==> src/design/pin_mux_params.svh <==
`ifndef PIN_MUX_PARAMS_SVH
`define PIN_MUX_PARAMS_SVH

// register word offsets
`define ADDR_PERIPH_EN 4'h0
`define ADDR_SEL_C 4'h1
`define ADDR_SEL_D 4'h2
`define ADDR_GPIO_OUT 4'h3
`define ADDR_GPIO_DIR 4'h4
`define ADDR_PIN_STATE 4'h5
`define ADDR_CLOCK_OUT_SELECT_REG 4'h6
`define ADDR_SW_RESET 4'h7

// peripheral enable bit positions
`define EN_TCK_BIT 0
`define EN_RST_BIT 1
`define EN_C0_BIT 2
`define EN_C1_BIT 3
`define EN_C2_BIT 4
`define EN_F8_BIT 5

// pin positions in gpio registers
`define PIN_D2 0
`define PIN_D4 1
`define PIN_C0 2
`define PIN_C1 3
`define PIN_C2 4
`define PIN_F8 5

// selector field positions
`define SEL_C0_LSB 0
`define SEL_C2_LSB 2
`define SEL_F8_LSB 5

`define PERIPH_EN_RESET 8'h03
`define RESET_RELEASE_CYCLES 6'h10
`define SERIAL_CLEAR_NONE 32'h0000_0000

`endif

==> src/design/pin_mux_pkg.sv <==
package pin_mux_pkg;
  typedef enum logic [1:0] {
    C2_TRANSMIT = 2'b00,
    C2_CROSS_OR_TIMER = 2'b01,
    C2_CROSS_IN = 2'b10,
    C2_CLOCK_OUT = 2'b11
  } c2_func_t;
  typedef enum logic [1:0] {
    F8_RECEIVE = 2'b00,
    F8_CROSS_OR_TIMER = 2'b01,
    F8_RESERVED_A = 2'b10,
    F8_RESERVED_B = 2'b11
  } f8_func_t;
  typedef enum logic [1:0] {
    RST_HOLD = 2'b00,
    RST_COUNT = 2'b01,
    RST_RUN = 2'b10
  } rst_state_t;
  typedef logic [5:0] pin_vec_t;
endpackage

==> src/design/pin_function_mux.sv <==
`timescale 1ns/1ps
`include "pin_mux_params.svh"
module pin_function_mux (
  input wire logic ref_clk_in,
  input wire logic sys_rst_in,
  input wire logic [1:0] variant_in,
  input wire logic watchdog_timeout_reset_in,
  // avalon-mm slave
  input wire logic [3:0] avs_address_in,
  input wire logic avs_read_in,
  input wire logic avs_write_in,
  input wire logic [31:0] avs_writedata_in,
  input wire logic [3:0] avs_byteenable_in,
  output logic [31:0] avs_readdata_out,
  output logic avs_waitrequest_out,
  // pins
  input wire logic test_clock_pin_in,
  output logic test_clock_pin_out,
  output logic test_clock_pin_oe_out,
  input wire logic reset_pin_in,
  output logic reset_pin_out,
  output logic reset_pin_oe_out,
  input wire logic port_c_bit0_pin_in,
  output logic port_c_bit0_pin_out,
  output logic port_c_bit0_pin_oe_out,
  input wire logic port_c_bit1_pin_in,
  output logic port_c_bit1_pin_out,
  output logic port_c_bit1_pin_oe_out,
  input wire logic port_c_bit2_pin_in,
  output logic port_c_bit2_pin_out,
  output logic port_c_bit2_pin_oe_out,
  input wire logic port_f_bit8_pin_in,
  output logic port_f_bit8_pin_out,
  output logic port_f_bit8_pin_oe_out,
  // peripheral side
  output logic debug_test_clock_out,
  output logic debug_test_clock_valid_out,
  output logic crystal_in_out,
  output logic ext_clock_in_zero_out,
  input wire logic crystal_out_in,
  input wire logic [3:0] clock_sources_in,
  input wire logic serial0_transmit_in,
  input wire logic serial0_single_wire_in,
  input wire logic serial0_transmit_oe_in,
  output logic serial0_receive_out,
  input wire logic crossbar_output_eleven_in,
  input wire logic crossbar_output_ten_in,
  output logic crossbar_input_two_out,
  input wire logic timer_b_channel_zero_in,
  input wire logic timer_b_channel_zero_oe_in,
  output logic timer_b_channel_zero_out,
  input wire logic timer_b_channel_one_in,
  input wire logic timer_b_channel_one_oe_in,
  output logic timer_b_channel_one_out,
  output logic [1:0] clock_out_source_sel_out,
  output pin_mux_pkg::pin_vec_t gpio_in_out,
  output logic core_rst_out
);
  import pin_mux_pkg::*;

  logic [7:0] periph_en_reg;
  logic [7:0] periph_en_next;
  logic [7:0] sel_c_reg;
  logic [7:0] sel_c_next;
  logic [1:0] sel_f_reg;
  logic [1:0] sel_f_next;
  pin_vec_t gpio_out_reg;
  pin_vec_t gpio_out_next;
  pin_vec_t gpio_dir_reg;
  pin_vec_t gpio_dir_next;
  logic [1:0] clock_out_select_reg;
  logic [1:0] clock_out_select_next;
  logic sw_reset_reg;
  logic sw_reset_next;
  logic [31:0] rdata_reg;
  logic [31:0] rdata_next;
  logic ack_reg;
  logic ack_next;
  logic [7:0] wr_byte;
  logic wr_lane0;

  pin_vec_t pin_sync_w;
  logic reset_pin_low;
  logic reset_hold;
  logic c0_sel;
  c2_func_t c2_func;
  f8_func_t f8_func;
  logic c2_per;
  logic f8_per;
  logic f8_timer;
  logic c2_timer;

  pin_sync sync_d2 (.ref_clk_in(ref_clk_in), .d_in(test_clock_pin_in), .q_out(pin_sync_w[0]));
  pin_sync sync_d4 (.ref_clk_in(ref_clk_in), .d_in(reset_pin_in), .q_out(pin_sync_w[1]));
  pin_sync sync_c0 (.ref_clk_in(ref_clk_in), .d_in(port_c_bit0_pin_in), .q_out(pin_sync_w[2]));
  pin_sync sync_c1 (.ref_clk_in(ref_clk_in), .d_in(port_c_bit1_pin_in), .q_out(pin_sync_w[3]));
  pin_sync sync_c2 (.ref_clk_in(ref_clk_in), .d_in(port_c_bit2_pin_in), .q_out(pin_sync_w[4]));
  pin_sync sync_f8 (.ref_clk_in(ref_clk_in), .d_in(port_f_bit8_pin_in), .q_out(pin_sync_w[5]));

  // pin reset only counts while the pin still has its reset function
  assign reset_pin_low = periph_en_reg[`EN_RST_BIT] & ~pin_sync_w[`PIN_D4];
  assign reset_hold = reset_pin_low | watchdog_timeout_reset_in | sw_reset_reg;

  reset_release rel (
    .ref_clk_in(ref_clk_in),
    .por_in(sys_rst_in),
    .hold_in(reset_hold),
    .core_rst_out(core_rst_out)
  );

  assign wr_lane0 = avs_write_in & avs_byteenable_in[0];
  assign wr_byte = avs_writedata_in[7:0];

  // register bus: one wait cycle on every access, then acknowledge
  always_comb begin
    periph_en_next = periph_en_reg;
    sel_c_next = sel_c_reg;
    sel_f_next = sel_f_reg;
    gpio_out_next = gpio_out_reg;
    gpio_dir_next = gpio_dir_reg;
    clock_out_select_next = clock_out_select_reg;
    sw_reset_next = 1'b0;
    rdata_next = rdata_reg;
    ack_next = 1'b0;
    if ((avs_read_in | avs_write_in) & ~ack_reg) begin
      ack_next = 1'b1;
      rdata_next = 32'h0000_0000;
      if (avs_address_in == `ADDR_PERIPH_EN) begin
        rdata_next = {24'h00_0000, periph_en_reg};
        if (wr_lane0) periph_en_next = {2'b00, wr_byte[5:0]};
      end else if (avs_address_in == `ADDR_SEL_C) begin
        rdata_next = {24'h00_0000, sel_c_reg};
        if (wr_lane0) sel_c_next = wr_byte;
      end else if (avs_address_in == `ADDR_SEL_D) begin
        rdata_next = {30'h0000_0000, sel_f_reg};
        if (wr_lane0) sel_f_next = wr_byte[1:0];
      end else if (avs_address_in == `ADDR_GPIO_OUT) begin
        rdata_next = {26'h000_0000, gpio_out_reg};
        if (wr_lane0) gpio_out_next = wr_byte[5:0];
      end else if (avs_address_in == `ADDR_GPIO_DIR) begin
        rdata_next = {26'h000_0000, gpio_dir_reg};
        if (wr_lane0) gpio_dir_next = wr_byte[5:0];
      end else if (avs_address_in == `ADDR_PIN_STATE) begin
        rdata_next = {26'h000_0000, pin_sync_w};
      end else if (avs_address_in == `ADDR_CLOCK_OUT_SELECT_REG) begin
        rdata_next = {30'h0000_0000, clock_out_select_reg};
        if (wr_lane0) clock_out_select_next = wr_byte[1:0];
      end else if (avs_address_in == `ADDR_SW_RESET) begin
        if (wr_lane0) sw_reset_next = wr_byte[0];
      end
    end
    // any core reset puts every pin back on its primary function; writes
    // made while the core is held are acknowledged but dropped, except a software reset write
    if (core_rst_out) begin
      periph_en_next = `PERIPH_EN_RESET;
      sel_c_next = 8'h00;
      sel_f_next = 2'b00;
      gpio_out_next = 6'h00;
      gpio_dir_next = 6'h00;
      clock_out_select_next = 2'b00;
    end
  end

  // the bus handshake only follows power-on so software is never stalled;
  // the control registers are held at their defaults by the logic above
  always_ff @(posedge ref_clk_in) begin
    if (sys_rst_in) begin
      periph_en_reg <= `PERIPH_EN_RESET;
      sel_c_reg <= 8'h00;
      sel_f_reg <= 2'b00;
      gpio_out_reg <= 6'h00;
      gpio_dir_reg <= 6'h00;
      clock_out_select_reg <= 2'b00;
      sw_reset_reg <= 1'b0;
      rdata_reg <= 32'h0000_0000;
      ack_reg <= 1'b0;
    end else begin
      periph_en_reg <= periph_en_next;
      sel_c_reg <= sel_c_next;
      sel_f_reg <= sel_f_next;
      gpio_out_reg <= gpio_out_next;
      gpio_dir_reg <= gpio_dir_next;
      clock_out_select_reg <= clock_out_select_next;
      sw_reset_reg <= sw_reset_next;
      rdata_reg <= rdata_next;
      ack_reg <= ack_next;
    end
  end

  assign avs_waitrequest_out = (avs_read_in | avs_write_in) & ~ack_reg;
  assign avs_readdata_out = rdata_reg;
  assign clock_out_source_sel_out = clock_out_select_reg;
  assign gpio_in_out = pin_sync_w;

  // routing decoded from registers and variant_in, so a register change lands one cycle after
  // the write and never passes through an unrelated function
  assign c0_sel = sel_c_reg[`SEL_C0_LSB];
  assign c2_func = c2_func_t'(sel_c_reg[`SEL_C2_LSB +: 2]);
  assign f8_func = f8_func_t'(sel_f_reg);
  assign c2_per = periph_en_reg[`EN_C2_BIT];
  assign f8_per = periph_en_reg[`EN_F8_BIT];
  assign c2_timer = (variant_in != 2'b00);
  assign f8_timer = (variant_in == 2'b10);

  // test clock pin
  always_comb begin
    debug_test_clock_out = 1'b0;
    debug_test_clock_valid_out = 1'b0;
    test_clock_pin_out = gpio_out_reg[`PIN_D2];
    test_clock_pin_oe_out = 1'b0;
    if (periph_en_reg[`EN_TCK_BIT]) begin
      debug_test_clock_out = pin_sync_w[`PIN_D2];
      debug_test_clock_valid_out = 1'b1;
    end else begin
      test_clock_pin_oe_out = gpio_dir_reg[`PIN_D2];
    end
  end

  // reset pin: input only while it is the reset function
  always_comb begin
    reset_pin_out = gpio_out_reg[`PIN_D4];
    reset_pin_oe_out = 1'b0;
    if (!periph_en_reg[`EN_RST_BIT]) begin
      reset_pin_oe_out = gpio_dir_reg[`PIN_D4];
    end
  end

  // crystal pins
  always_comb begin
    crystal_in_out = 1'b0;
    ext_clock_in_zero_out = 1'b0;
    port_c_bit0_pin_out = gpio_out_reg[`PIN_C0];
    port_c_bit0_pin_oe_out = gpio_dir_reg[`PIN_C0];
    port_c_bit1_pin_out = gpio_out_reg[`PIN_C1];
    port_c_bit1_pin_oe_out = gpio_dir_reg[`PIN_C1];
    if (periph_en_reg[`EN_C0_BIT]) begin
      port_c_bit0_pin_oe_out = 1'b0;
      if (c0_sel) ext_clock_in_zero_out = pin_sync_w[`PIN_C0];
      else crystal_in_out = pin_sync_w[`PIN_C0];
    end
    if (periph_en_reg[`EN_C1_BIT]) begin
      port_c_bit1_pin_out = crystal_out_in;
      port_c_bit1_pin_oe_out = 1'b1;
    end
  end

  // port c bit 2
  always_comb begin
    port_c_bit2_pin_out = gpio_out_reg[`PIN_C2];
    port_c_bit2_pin_oe_out = gpio_dir_reg[`PIN_C2];
    crossbar_input_two_out = 1'b0;
    timer_b_channel_zero_out = 1'b0;
    serial0_receive_out = 1'b1;
    if (c2_per) begin
      case (c2_func)
        C2_TRANSMIT: begin
          port_c_bit2_pin_out = serial0_transmit_in;
          port_c_bit2_pin_oe_out = serial0_single_wire_in ? serial0_transmit_oe_in : 1'b1;
          if (serial0_single_wire_in) serial0_receive_out = pin_sync_w[`PIN_C2];
        end
        C2_CROSS_OR_TIMER: begin
          if (c2_timer) begin
            port_c_bit2_pin_out = timer_b_channel_zero_in;
            port_c_bit2_pin_oe_out = timer_b_channel_zero_oe_in;
            timer_b_channel_zero_out = pin_sync_w[`PIN_C2];
          end else begin
            port_c_bit2_pin_out = crossbar_output_eleven_in;
            port_c_bit2_pin_oe_out = 1'b1;
          end
        end
        C2_CROSS_IN: begin
          port_c_bit2_pin_oe_out = 1'b0;
          crossbar_input_two_out = pin_sync_w[`PIN_C2];
        end
        default: begin
          port_c_bit2_pin_out = clock_sources_in[clock_out_select_reg];
          port_c_bit2_pin_oe_out = 1'b1;
        end
      endcase
    end
    // f8 receive takes priority over single-wire when both selected
    if (f8_per && f8_func == F8_RECEIVE) begin
      serial0_receive_out = pin_sync_w[`PIN_F8];
    end
  end

  // port f bit 8
  always_comb begin
    port_f_bit8_pin_out = gpio_out_reg[`PIN_F8];
    port_f_bit8_pin_oe_out = gpio_dir_reg[`PIN_F8];
    timer_b_channel_one_out = 1'b0;
    if (f8_per) begin
      port_f_bit8_pin_oe_out = 1'b0;
      if (f8_func == F8_CROSS_OR_TIMER) begin
        if (f8_timer) begin
          port_f_bit8_pin_out = timer_b_channel_one_in;
          port_f_bit8_pin_oe_out = timer_b_channel_one_oe_in;
          timer_b_channel_one_out = pin_sync_w[`PIN_F8];
        end else if (variant_in == 2'b00) begin
          port_f_bit8_pin_out = crossbar_output_ten_in;
          port_f_bit8_pin_oe_out = 1'b1;
        end
      end
    end
  end
endmodule

==> src/design/pin_sync.sv <==
`timescale 1ns/1ps
module pin_sync (
  input wire logic ref_clk_in,
  input wire logic d_in,
  output logic q_out
);
  logic meta_reg;
  logic meta_next;
  logic sync_reg;
  logic sync_next;

  always_comb begin
    meta_next = d_in;
    sync_next = meta_reg;
  end

  // no reset: the pin is free-running and the stages flush in two cycles
  always_ff @(posedge ref_clk_in) begin
    meta_reg <= meta_next;
    sync_reg <= sync_next;
  end

  assign q_out = sync_reg;
endmodule

==> src/design/reset_release.sv <==
`timescale 1ns/1ps
`include "pin_mux_params.svh"
module reset_release (
  input wire logic ref_clk_in,
  input wire logic por_in,
  input wire logic hold_in,
  output logic core_rst_out
);
  import pin_mux_pkg::*;
  rst_state_t state_reg;
  rst_state_t state_next;
  logic [5:0] count_reg;
  logic [5:0] count_next;

  always_comb begin
    state_next = state_reg;
    count_next = count_reg;
    if (hold_in) begin
      state_next = RST_HOLD;
      count_next = 6'h00;
    end else begin
      case (state_reg)
        RST_HOLD: begin
          state_next = RST_COUNT;
          count_next = 6'h00;
        end
        RST_COUNT: begin
          count_next = count_reg + 6'h01;
          if (count_reg == `RESET_RELEASE_CYCLES - 6'h01) begin
            state_next = RST_RUN;
          end
        end
        default: state_next = RST_RUN;
      endcase
    end
  end

  always_ff @(posedge ref_clk_in) begin
    if (por_in) begin
      state_reg <= RST_HOLD;
      count_reg <= 6'h00;
    end else begin
      state_reg <= state_next;
      count_reg <= count_next;
    end
  end

  assign core_rst_out = (state_reg != RST_RUN);
endmodule

==> config.mk <==
export PLATFORM = sky130hd
export DESIGN_NAME = pin_function_mux
export DESIGN_NICKNAME = d
export VERILOG_FILES = /design/src/design/pin_mux_pkg.sv /design/src/design/pin_function_mux.sv /design/src/design/pin_sync.sv /design/src/design/reset_release.sv
export VERILOG_INCLUDE_DIRS = /design/src /design/src/design
export SDC_FILE = /design/constraint.sdc
export NUM_CORES = 1
export LEC_CHECK = 0
export ABC_AREA = 1
export BUFFER_PORTS_ARGS = -buffer_cell sky130_fd_sc_hd__buf_4
export CAP_MARGIN = 20
export CORE_UTILIZATION = 47
export DETAILED_ROUTE_END_ITERATION = 8
export GPL_ROUTABILITY_DRIVEN = 0
export GPL_TIMING_DRIVEN = 0
export PLACE_DENSITY = 0.91
export SYNTH_ARGS = -nofsm -noshare
export SYNTH_HDL_FRONTEND = slang
export SYNTH_SLANG_ARGS = --single-unit
==> constraint.sdc <==
create_clock -name ref_clk_in -period 1.35 [get_ports ref_clk_in]
set_input_delay 0 -clock ref_clk_in [delete_from_list [all_inputs] [get_ports ref_clk_in]]
set_output_delay 0 -clock ref_clk_in [all_outputs]
set_load 0.02 [all_outputs]
# After elaboration in Yosys (flattened, before gate mapping)
# Cells that the tools add are included.
# classes
mul,0
shifts,0
order_cmp,1
reduce_logical,17
eq_ne,15
addsub,1
n_bitwise,17
mux,51
n_div,0
# ops
op,n
1-bit two-way mux,38
6-bit two-way mux,4
4-bit by 3-bit equality test with 1-bit output (second input constant),4
8-bit two-way mux,2
6-bit one-hot mux with 2 select lines,1
1-bit inverter,11
11-bit OR reduction,1
9-bit AND reduction,1
4-bit by 2-bit equality test with 1-bit output (second input constant),2
2-bit zero test,4
7-bit AND reduction,1
6-bit by 1-bit adder with 6-bit output (second input constant),1
2-bit by 1-bit equality test with 1-bit output (second input constant),3
6-bit by 4-bit equality test with 1-bit output (second input constant),1
1-bit one-hot mux with 3 select lines,2
6-bit AND reduction,1
5-bit AND reduction,1
2-bit equality test (second input constant),2
4-bit by 1-bit equality test with 1-bit output (second input constant),1
4-bit zero test,1
2-bit two-way mux,2
2-bit one-hot mux with 2 select lines,1
4-bit AND reduction,1
2-bit nonzero test,2
other kinds (9),14
# word_totals
romBits,0
word_cells,125
latchBits,0
memories,0
ramBits,0
ff_bits,84
output_inout_bits,62

# Depth between registers and ports, before layout
# Gate-level depths: netlist of the first run.
# depth
depth_word,8
ltp_mapped,9
mapped_depth_nobuf,8

# Hierarchy
# From an unflattened synthesis of the first run, not the netlist that was laid out.
# unflattened
hier_cells,404
hier_area_um2,2994.1
# modules_own_cells
module,cells_per_inst,area_each_um2,instances
pin_function_mux,336,2321.0,1
reset_release,56,432.9,1
pin_sync,2,40.0,6

# Worst setup path before layout of the first run
# Ideal clock, no wire load.
# synth_path
path_type,flip-flop to flip-flop
from,register rel.state_reg[1]
to,register periph_en_reg[1]
stages_incl_launch_ff,8
setup_slack_ps,111
synth_period_minus_slack_ps,1239
arrival_ps,1116
setup_ps,123
t_required_ps,1227
n_path_buf,1
path_cell_list,dfxtp_1 > inv_2 > or2_4 > nor2_4 > buf_6 > inv_1 > a21oi_1 > o21ai_0
# synth_via
elab_chain_len,2
# synth_rtl
element,line,source
from (decl),reset_release.sv:10,rst_state_t state_reg;
from (signal assigned),reset_release.sv:43,state_reg <= state_next;
2-bit inequality test,reset_release.sv:48,assign core_rst_out = (state_reg != RST_RUN);
named net core_rst_out,pin_function_mux.sv:57,output logic core_rst_out
2-bit OR reduction (no source line),-,
to (signal assigned),pin_function_mux.sv:168,periph_en_reg <= `PERIPH_EN_RESET;
to (signal assigned),pin_function_mux.sv:178,periph_en_reg <= periph_en_next;
to (decl),pin_function_mux.sv:61,logic [7:0] periph_en_reg;
# The timed path passes the listed nets, and every way through them passes these cells.
# A chain may end at the register's enable or synchronous reset.

# Worst setup path after layout of the first run
# layout_path
from,register sel_c_reg[2]
to,output port port_c_bit2_pin_oe_out
# layout_via
elab_chain_len,3
elab_cells_between_ends,5
classes_between,2 x eq/ne; 2 x mux; 1 x reduce/logical
# layout_rtl
element,line,source
from (decl),pin_function_mux.sv:63,logic [7:0] sel_c_reg;
from (signal assigned),pin_function_mux.sv:179,sel_c_reg <= sel_c_next;
2-bit equality test (tied with other cells),pin_function_mux.sv:255,case (c2_func)
1-bit one-hot mux with 3 select lines (*),pin_function_mux.sv:255,
1-bit two-way mux (*),pin_function_mux.sv:254,if (c2_per) begin
to (decl),pin_function_mux.sv:31,"output logic port_c_bit2_pin_oe_out,"
# Mark *: on every way between the ends. The rest lies on a longest branch, timed or not.

==> flow_summary.toml, run 1 <==
[critical_path]
crit_path_max_fanout = 4
cpPeakStageDelay_ps = 370
cpMostUsedCell = "buf_4"
path_class = "flop to output port"
worstSetupStartpoint = "sel_c_reg[2]"
slowest_stage = "dfxtp_4"
cp_cell_sequence = "inv_4 > buf_4 > nor4_1 > o22ai_1 > buf_4"
worst_setup_path_start_kind = "flop"
crit_buf_inv = 3
regToRegStartpoint = "rel.state_reg[1]"
crit_arrival_ps = 1540
critPathRequiredTime_ps = 1350
cp_top_family = "flip-flops"
endpoint_kind = "output port"

[cells_and_area]
stdcell_count = 608
fillCellCount = 394
n_antenna_cell = 0
fin_nets = 596
drive_gt1_share_pct = 35.27
syn_to_final_growth_pct = 48.58

[drt]
vias = 3238
remaining_drc_errors = 0
vias_per_cell = 5.326
ant_nets = 0
first_pass_iters = 6
drtIter0Drc = 437
post_drt_wl_per_cell_um = 14.59
wl_mm = 8.868

[synthesis]
synth_edf_count = 0
avgSynthCellArea_um2 = 7.413
synth_area_leaders = "dfxtp_1, nor2_1, buf_4"
synthDistinctLibCells = 35
yosysSeqAreaShare_pct = 41.98
synth_area_um2 = 2861
synth_top_area_share_pct = 41.98
yosysWarnings = 0
ys_async_sr_fraction_pct = 0
ys.flop_type = "dfxtp_1"
post-synth-top-area-cell = "dfxtp_1"
ys_ff_latch = 60
synth_cells = 386

[run_status]
status = "finished with violations"
violations = "negative setup slack"

[die]
die_area_um2 = 6404
core-area_um2 = 5886
ios = 129
start_util_pct = 48.62
dieWidth_um = 80.03
fp.dieH_um = 80.03
fp-row-count = 28

[power_and_ir_drop]
ir_drop_uv = 700.7
power.density_nw_per_um2 = 941.9
leakage_nw = 1.843
total_power_w = 0.004005

[grt]
overflow = 0
grt_pass1_wl_mm = 12.57
antenna_found_initial = 0
grt_pass1_vias = 2792
grt_max_degree = 16
grt.total_usage_pct = 25.99

[sta]
fin_ws_ps = -188.3
fmax_mhz = 650.1
fin_skew_ps = 8.372
setup_violations = 5
finalMaxSlewViolations = 0
period_needed_ps = 1538
hold_viol = 0
min_period_over_period_pct = 114.0
rsz0062_at_grt = "true"

[cts]
cts_buffers = 9
clock_sinks = 60
cts.clk_slew.worst_paths_ps = 60
cts_root_buf = "clkbuf_8"
cts_tree = "yes"
htreeDepth = 3
clock_path_buffers = 2
insertion_delay_ps = 330

[place]
port_buffers = 76
dp_cells = 560
dp.final_hpwl_mm = 5.595

[hold_path]
hold_path_class = "input port to flop"
hold_start = "avs_address_in[0]"

[job]
max-cap-violations = 0
[metal layers]
layer / track usage, % / up-vias / routed length (um)
met3: 4.457 / 57 / 1032
li1: - / 1497 / -
met4: 13.21 / 0 / 376
met2: 45.13 / 270 / 4224
met5: 0 / - / 0
met1: 30.56 / 1414 / 3235
[timing repair]
| action | in CTS | in global routing |
|---|---|---|
| pin swaps | 2 | 6 |
| hold buffers | 22 | 0 |
| setup endpoints to repair | 30 | 39 |
| endpoints found under the hold margin | 34 | 0 |
| resized for setup | 28 | 26 |
| cloned | 0 | 1 |
| buffers inserted | 5 | 6 |
[metrics by stage]
step / area, um2 / TNS (ps) / utilization (%) / hold slack [ps] / setup slack [ps]
2_1_floorplan: 2948 / 0 / - / 27.72 / 111.0
3_3_place_gp: 3612 / -159.7 / 61.37 / 104.8 / -36.28
3_5_place_dp: 3612 / -592.0 / 61.37 / 105.6 / -79.60
4_1_cts: 4114 / -126.4 / 69.90 / 111.0 / -66.87
5_1_grt: 4252 / -795.3 / 72.24 / 173.9 / -208.2
6_report: 4252 / -295.8 / 72.24 / 168.8 / -188.3
[cells in the final DEF, fill, tap and decap left out, types with 2 or more instances in the layout]
master / synthesis / final
buf_4: 31 / 118
nor2_1: 63 / 59
dfxtp_1: 60 / 50
nand2_1: 41 / 40
inv_1: 36 / 31
a21oi_1: 29 / 28
o21ai_0: 34 / 25
conb_1: 1 / 24
nand3_1: 24 / 23
dlygate4sd3_1: 0 / 22
o21ai_1: 14 / 20
clkbuf_8: 0 / 11
inv_2: 8 / 10
nor2_4: 5 / 8
dfxtp_4: 0 / 6
nor2_2: 4 / 5
dfxtp_2: 0 / 4
nor4_1: 4 / 3
o2111ai_1: 3 / 3
buf_6: 4 / 3
nand4_1: 3 / 3
o22ai_1: 2 / 2
inv_4: 0 / 2
nand2_4: 1 / 2
o21ai_2: 0 / 2
xnor2_1: 2 / 2
xor2_1: 2 / 2
clkinv_2: 0 / 2
[synth_stat cells, types with 3 or more instances]
cell and n:
nor2_4 5, nand2_1 41, inv_2 8, o2111ai_1 3
nor4_1 4, o21ai_0 34, o21ai_1 14, nor2_1 63
nand3_1 24, dfxtp_1 60, buf_6 4, nor2_2 4
a21oi_1 29, nand4_1 3, inv_1 36, buf_4 31
[report_power, final]
group	leakage (nW)	switching, W	internal (W)
Sequential	0.496	0.0000242	0.00180
Clock	0.102	0.000683	0.000947
Combinational	1.24	0.000297	0.000256
[layout make-up]
type | instances | area [um2] | share of cell area [%]
buffer | 37 | 294.0 | 6.916
clock buffer | 12 | 155.1 | 3.649
clock inverter | 4 | 47.55 | 1.118
inverter | 44 | 175.2 | 4.120
multi-input combinational | 266 | 1359 | 31.96
sequential | 60 | 1229 | 28.90
tap | 75 | 93.84 | 2.207
timing repair buffer | 110 | 898.4 | 21.13
[worst reg2reg max path, stage by stage (launching register included)]
cell and delay, ps:
dfxtp_4 360, inv_2 60, or2_4 250, nor2_4 120, buf_6 160, clkbuf_16 150, o21ai_1 80, a21oi_1 130
[cells by family (layout without fill, tap and decap cells)]
family,Yosys count,count (layout),share of synthesized area [%]
other,1,24,0.1311
adders and majority gates,1,1,0.4372
buffers and inverters,83,207,16.13
DFF,60,60,41.98
AOI/OAI and AO/OA,86,86,15.92
and+or+nand+nor,151,151,24.18
xor gates and xnor gates,4,4,1.225
[path summary, 6_finish.rpt]
| check | endpoint | slack [ps] | depth (start not counted) |
|---|---|---|---|
| max reg2reg | periph_en_reg[4] | -40 | 7 |
| min | avs_readdata_out[5] | 170 | 4 |
| max | port_c_bit2_pin_oe_out | -190 | 5 |
| min reg2reg | sync_c0.q_out | 330 | 0 |
Note: power is estimated with default switching activity, not from simulation.
==> run 2, diff against run 1 <==
--- a/config.mk
+++ b/config.mk
@@ -7,13 +7,14 @@
 export NUM_CORES = 1
 export LEC_CHECK = 0
 export ABC_AREA = 1
-export BUFFER_PORTS_ARGS = -buffer_cell sky130_fd_sc_hd__buf_4
 export CAP_MARGIN = 20
-export CORE_UTILIZATION = 47
+export CORE_UTILIZATION = 59
 export DETAILED_ROUTE_END_ITERATION = 8
+export DONT_BUFFER_PORTS = 1
 export GPL_ROUTABILITY_DRIVEN = 0
 export GPL_TIMING_DRIVEN = 0
-export PLACE_DENSITY = 0.91
+export PLACE_DENSITY = 0.86
+export RECOVER_POWER = 50
 export SYNTH_ARGS = -nofsm -noshare
 export SYNTH_HDL_FRONTEND = slang
 export SYNTH_SLANG_ARGS = --single-unit
==> run 2 against run 1 <==
The flow still finishes with violations (negative setup slack); setup slack improved by 110 ps; worst hold slack got worse by 130 ps; combinational power fell by 24%; power rose by 7.1%; register-to-register slack got worse by 40 ps; maximum frequency rose by 7.8%; clock power rose by 25%; critical path depth rose by 2; clock-buffer cell count fell by 2; cell count fell by 17%; sequential share of layout area rose by 3.3 points; critical endpoint is now clock_out_source_sel_out[0].
==> flow_summary.toml, run 2 (synthesis gave the netlist of run 1 again) <==
[power_and_ir_drop]
total_power_w = 0.004289
power.density_nw_per_um2 = 1129
ir_drop_uv = 830.5
leakage_nw = 1.504

[run_status]
status = "finished with violations"
violations = "negative setup slack"

[sta]
hold_viol = 0
tightest_slew_ps = 630.7
setup_tns_ps = -446.5
period_needed_ps = 1427
fmax_mhz = 700.8
finalMaxSlewViolations = 0
worst_hold_slack_ps = 34.84
fin_ws_ps = -76.91
slew_headroom_pct = 57.51
fin_skew_ps = 6.355
min_period_over_period_pct = 105.7
setup_violations = 14
rsz0062_at_grt = "true"

[drt]
vias_per_cell = 6.022
post_drt_wl_per_cell_um = 18.36
ant_nets = 0
drtIter0Drc = 384
wl_mm = 9.290
first_pass_iters = 6
vias = 3047
remaining_drc_errors = 0

[critical_path]
slowest_stage = "dfxtp_2"
endpoint_kind = "flop"
critPathRequiredTime_ps = 1620
cpPeakStageDelay_ps = 340
crit_path_max_fanout = 6
reg2reg_slack_ps = -80
path_class = "flop to flop"
crit_arrival_ps = 1690
worst_setup_path_start_kind = "flop"
cp_cell_sequence = "inv_2 > or2_4 > nor2_4 > buf_6 > buf_8 > o21ai_2 > a21oi_1"
rr_worst_depth = 7

[place]
dp.final_hpwl_mm = 4.967
port_buffers = 0
post_dp_cell_area_um2 = 3013
pre_cts_ws_ps = -131.4

[cells_and_area]
drive_gt1_share_pct = 29.52
layout_commonest_cell = "nor2_1"
n_antenna_cell = 0
fin_nets = 517
final_cell_mix = "nor2_1, dfxtp_1, nand2_1, buf_4, inv_1"
final_cell_area_um2 = 3797
syn_to_final_growth_pct = 32.71

[cts]
cts.clk_slew.worst_paths_ps = 70
cts_root_buf = "clkbuf_8"
cts_tree = "yes"
cts_buffers = 9
htreeDepth = 3
insertion_delay_ps = 350
clock_path_buffers = 2
clock_sinks = 60

[hold_path]
hold_path_class = "input port to flop"
hold_depth = 5

[grt]
grt_pass1_vias = 2542
gr-max-usage-layer = "met2"
use_met1_pct = 39.08
antenna_found_initial = 0
met3_usage_pct = 9.283
grt.total_usage_pct = 31.41
grt_max_degree = 12
overflow = 0
grt_pass1_wl_mm = 12.16
use_met2_pct = 49.37

[die]
die_area_um2 = 5132
core-area_um2 = 4504
ios = 129
dieWidth_um = 71.64
fp-row-count = 24
start_util_pct = 63.53
fp.dieH_um = 71.64

[job]
max-cap-violations = 0
[run 2: routing by layer]
metal  vias to the layer above  share of wire [%]
met4                         0                6.4
met2                       253                 46
met5                         -                  0
met1                      1367                 36
met3                        88                 11
li1                       1339                  -
[run 2: area by class of cell]
type | instances | area (um2)
clock buffers | 10 | 137.6
repair buffers | 30 | 310.3
well taps | 52 | 65.06
flip-flops and latches | 60 | 1224
multi-input cells | 266 | 1475
inverters | 44 | 172.7
fillers | 224 | 706.9
clock inverters | 6 | 111.4
plain buffers | 38 | 301.5
[run 2: repair_timing]
action                                 4_1_cts  5_1_grt
endpoints found under the hold margin       47        0
gates resized for setup                     29       60
pin swaps                                    0        9
setup buffers                                1        5
setup endpoints to repair                   38       34
cloned                                       0        1
hold buffers                                23        0
[run 2: worst paths after layout]
| path | end | startpoint |
|---|---|---|
| min reg2reg | sync_c0.q_out | sync_c0.meta_reg |
| min | avs_readdata_out[7] | avs_address_in[1] |
| max reg2reg | clock_out_source_sel_out[0] | rel.state_reg[1] |
| max | clock_out_source_sel_out[0] | rel.state_reg[1] |
[run 2: critical path: cells and delay by family (launching register included)]
kind | cells | cell delay (ps)
flops | 1 | 340
buf+inv | 3 | 350
simple gates | 2 | 430
compound gates | 2 | 220
[run 2: metrics by stage]
stage,util [%],std cells
CTS,79.28,500
global placement,66.89,461
floorplan,-,409
finish,84.31,506
global route,84.31,506
detailed placement,66.89,461
[run 2: where the power goes]
part	leakage (nW)	total, W	switching (W)	internal [W]
Clock	0.122	0.00203	0.000750	0.00128
Combinational	0.887	0.000422	0.000261	0.000161
Sequential	0.495	0.00184	0.0000440	0.00180
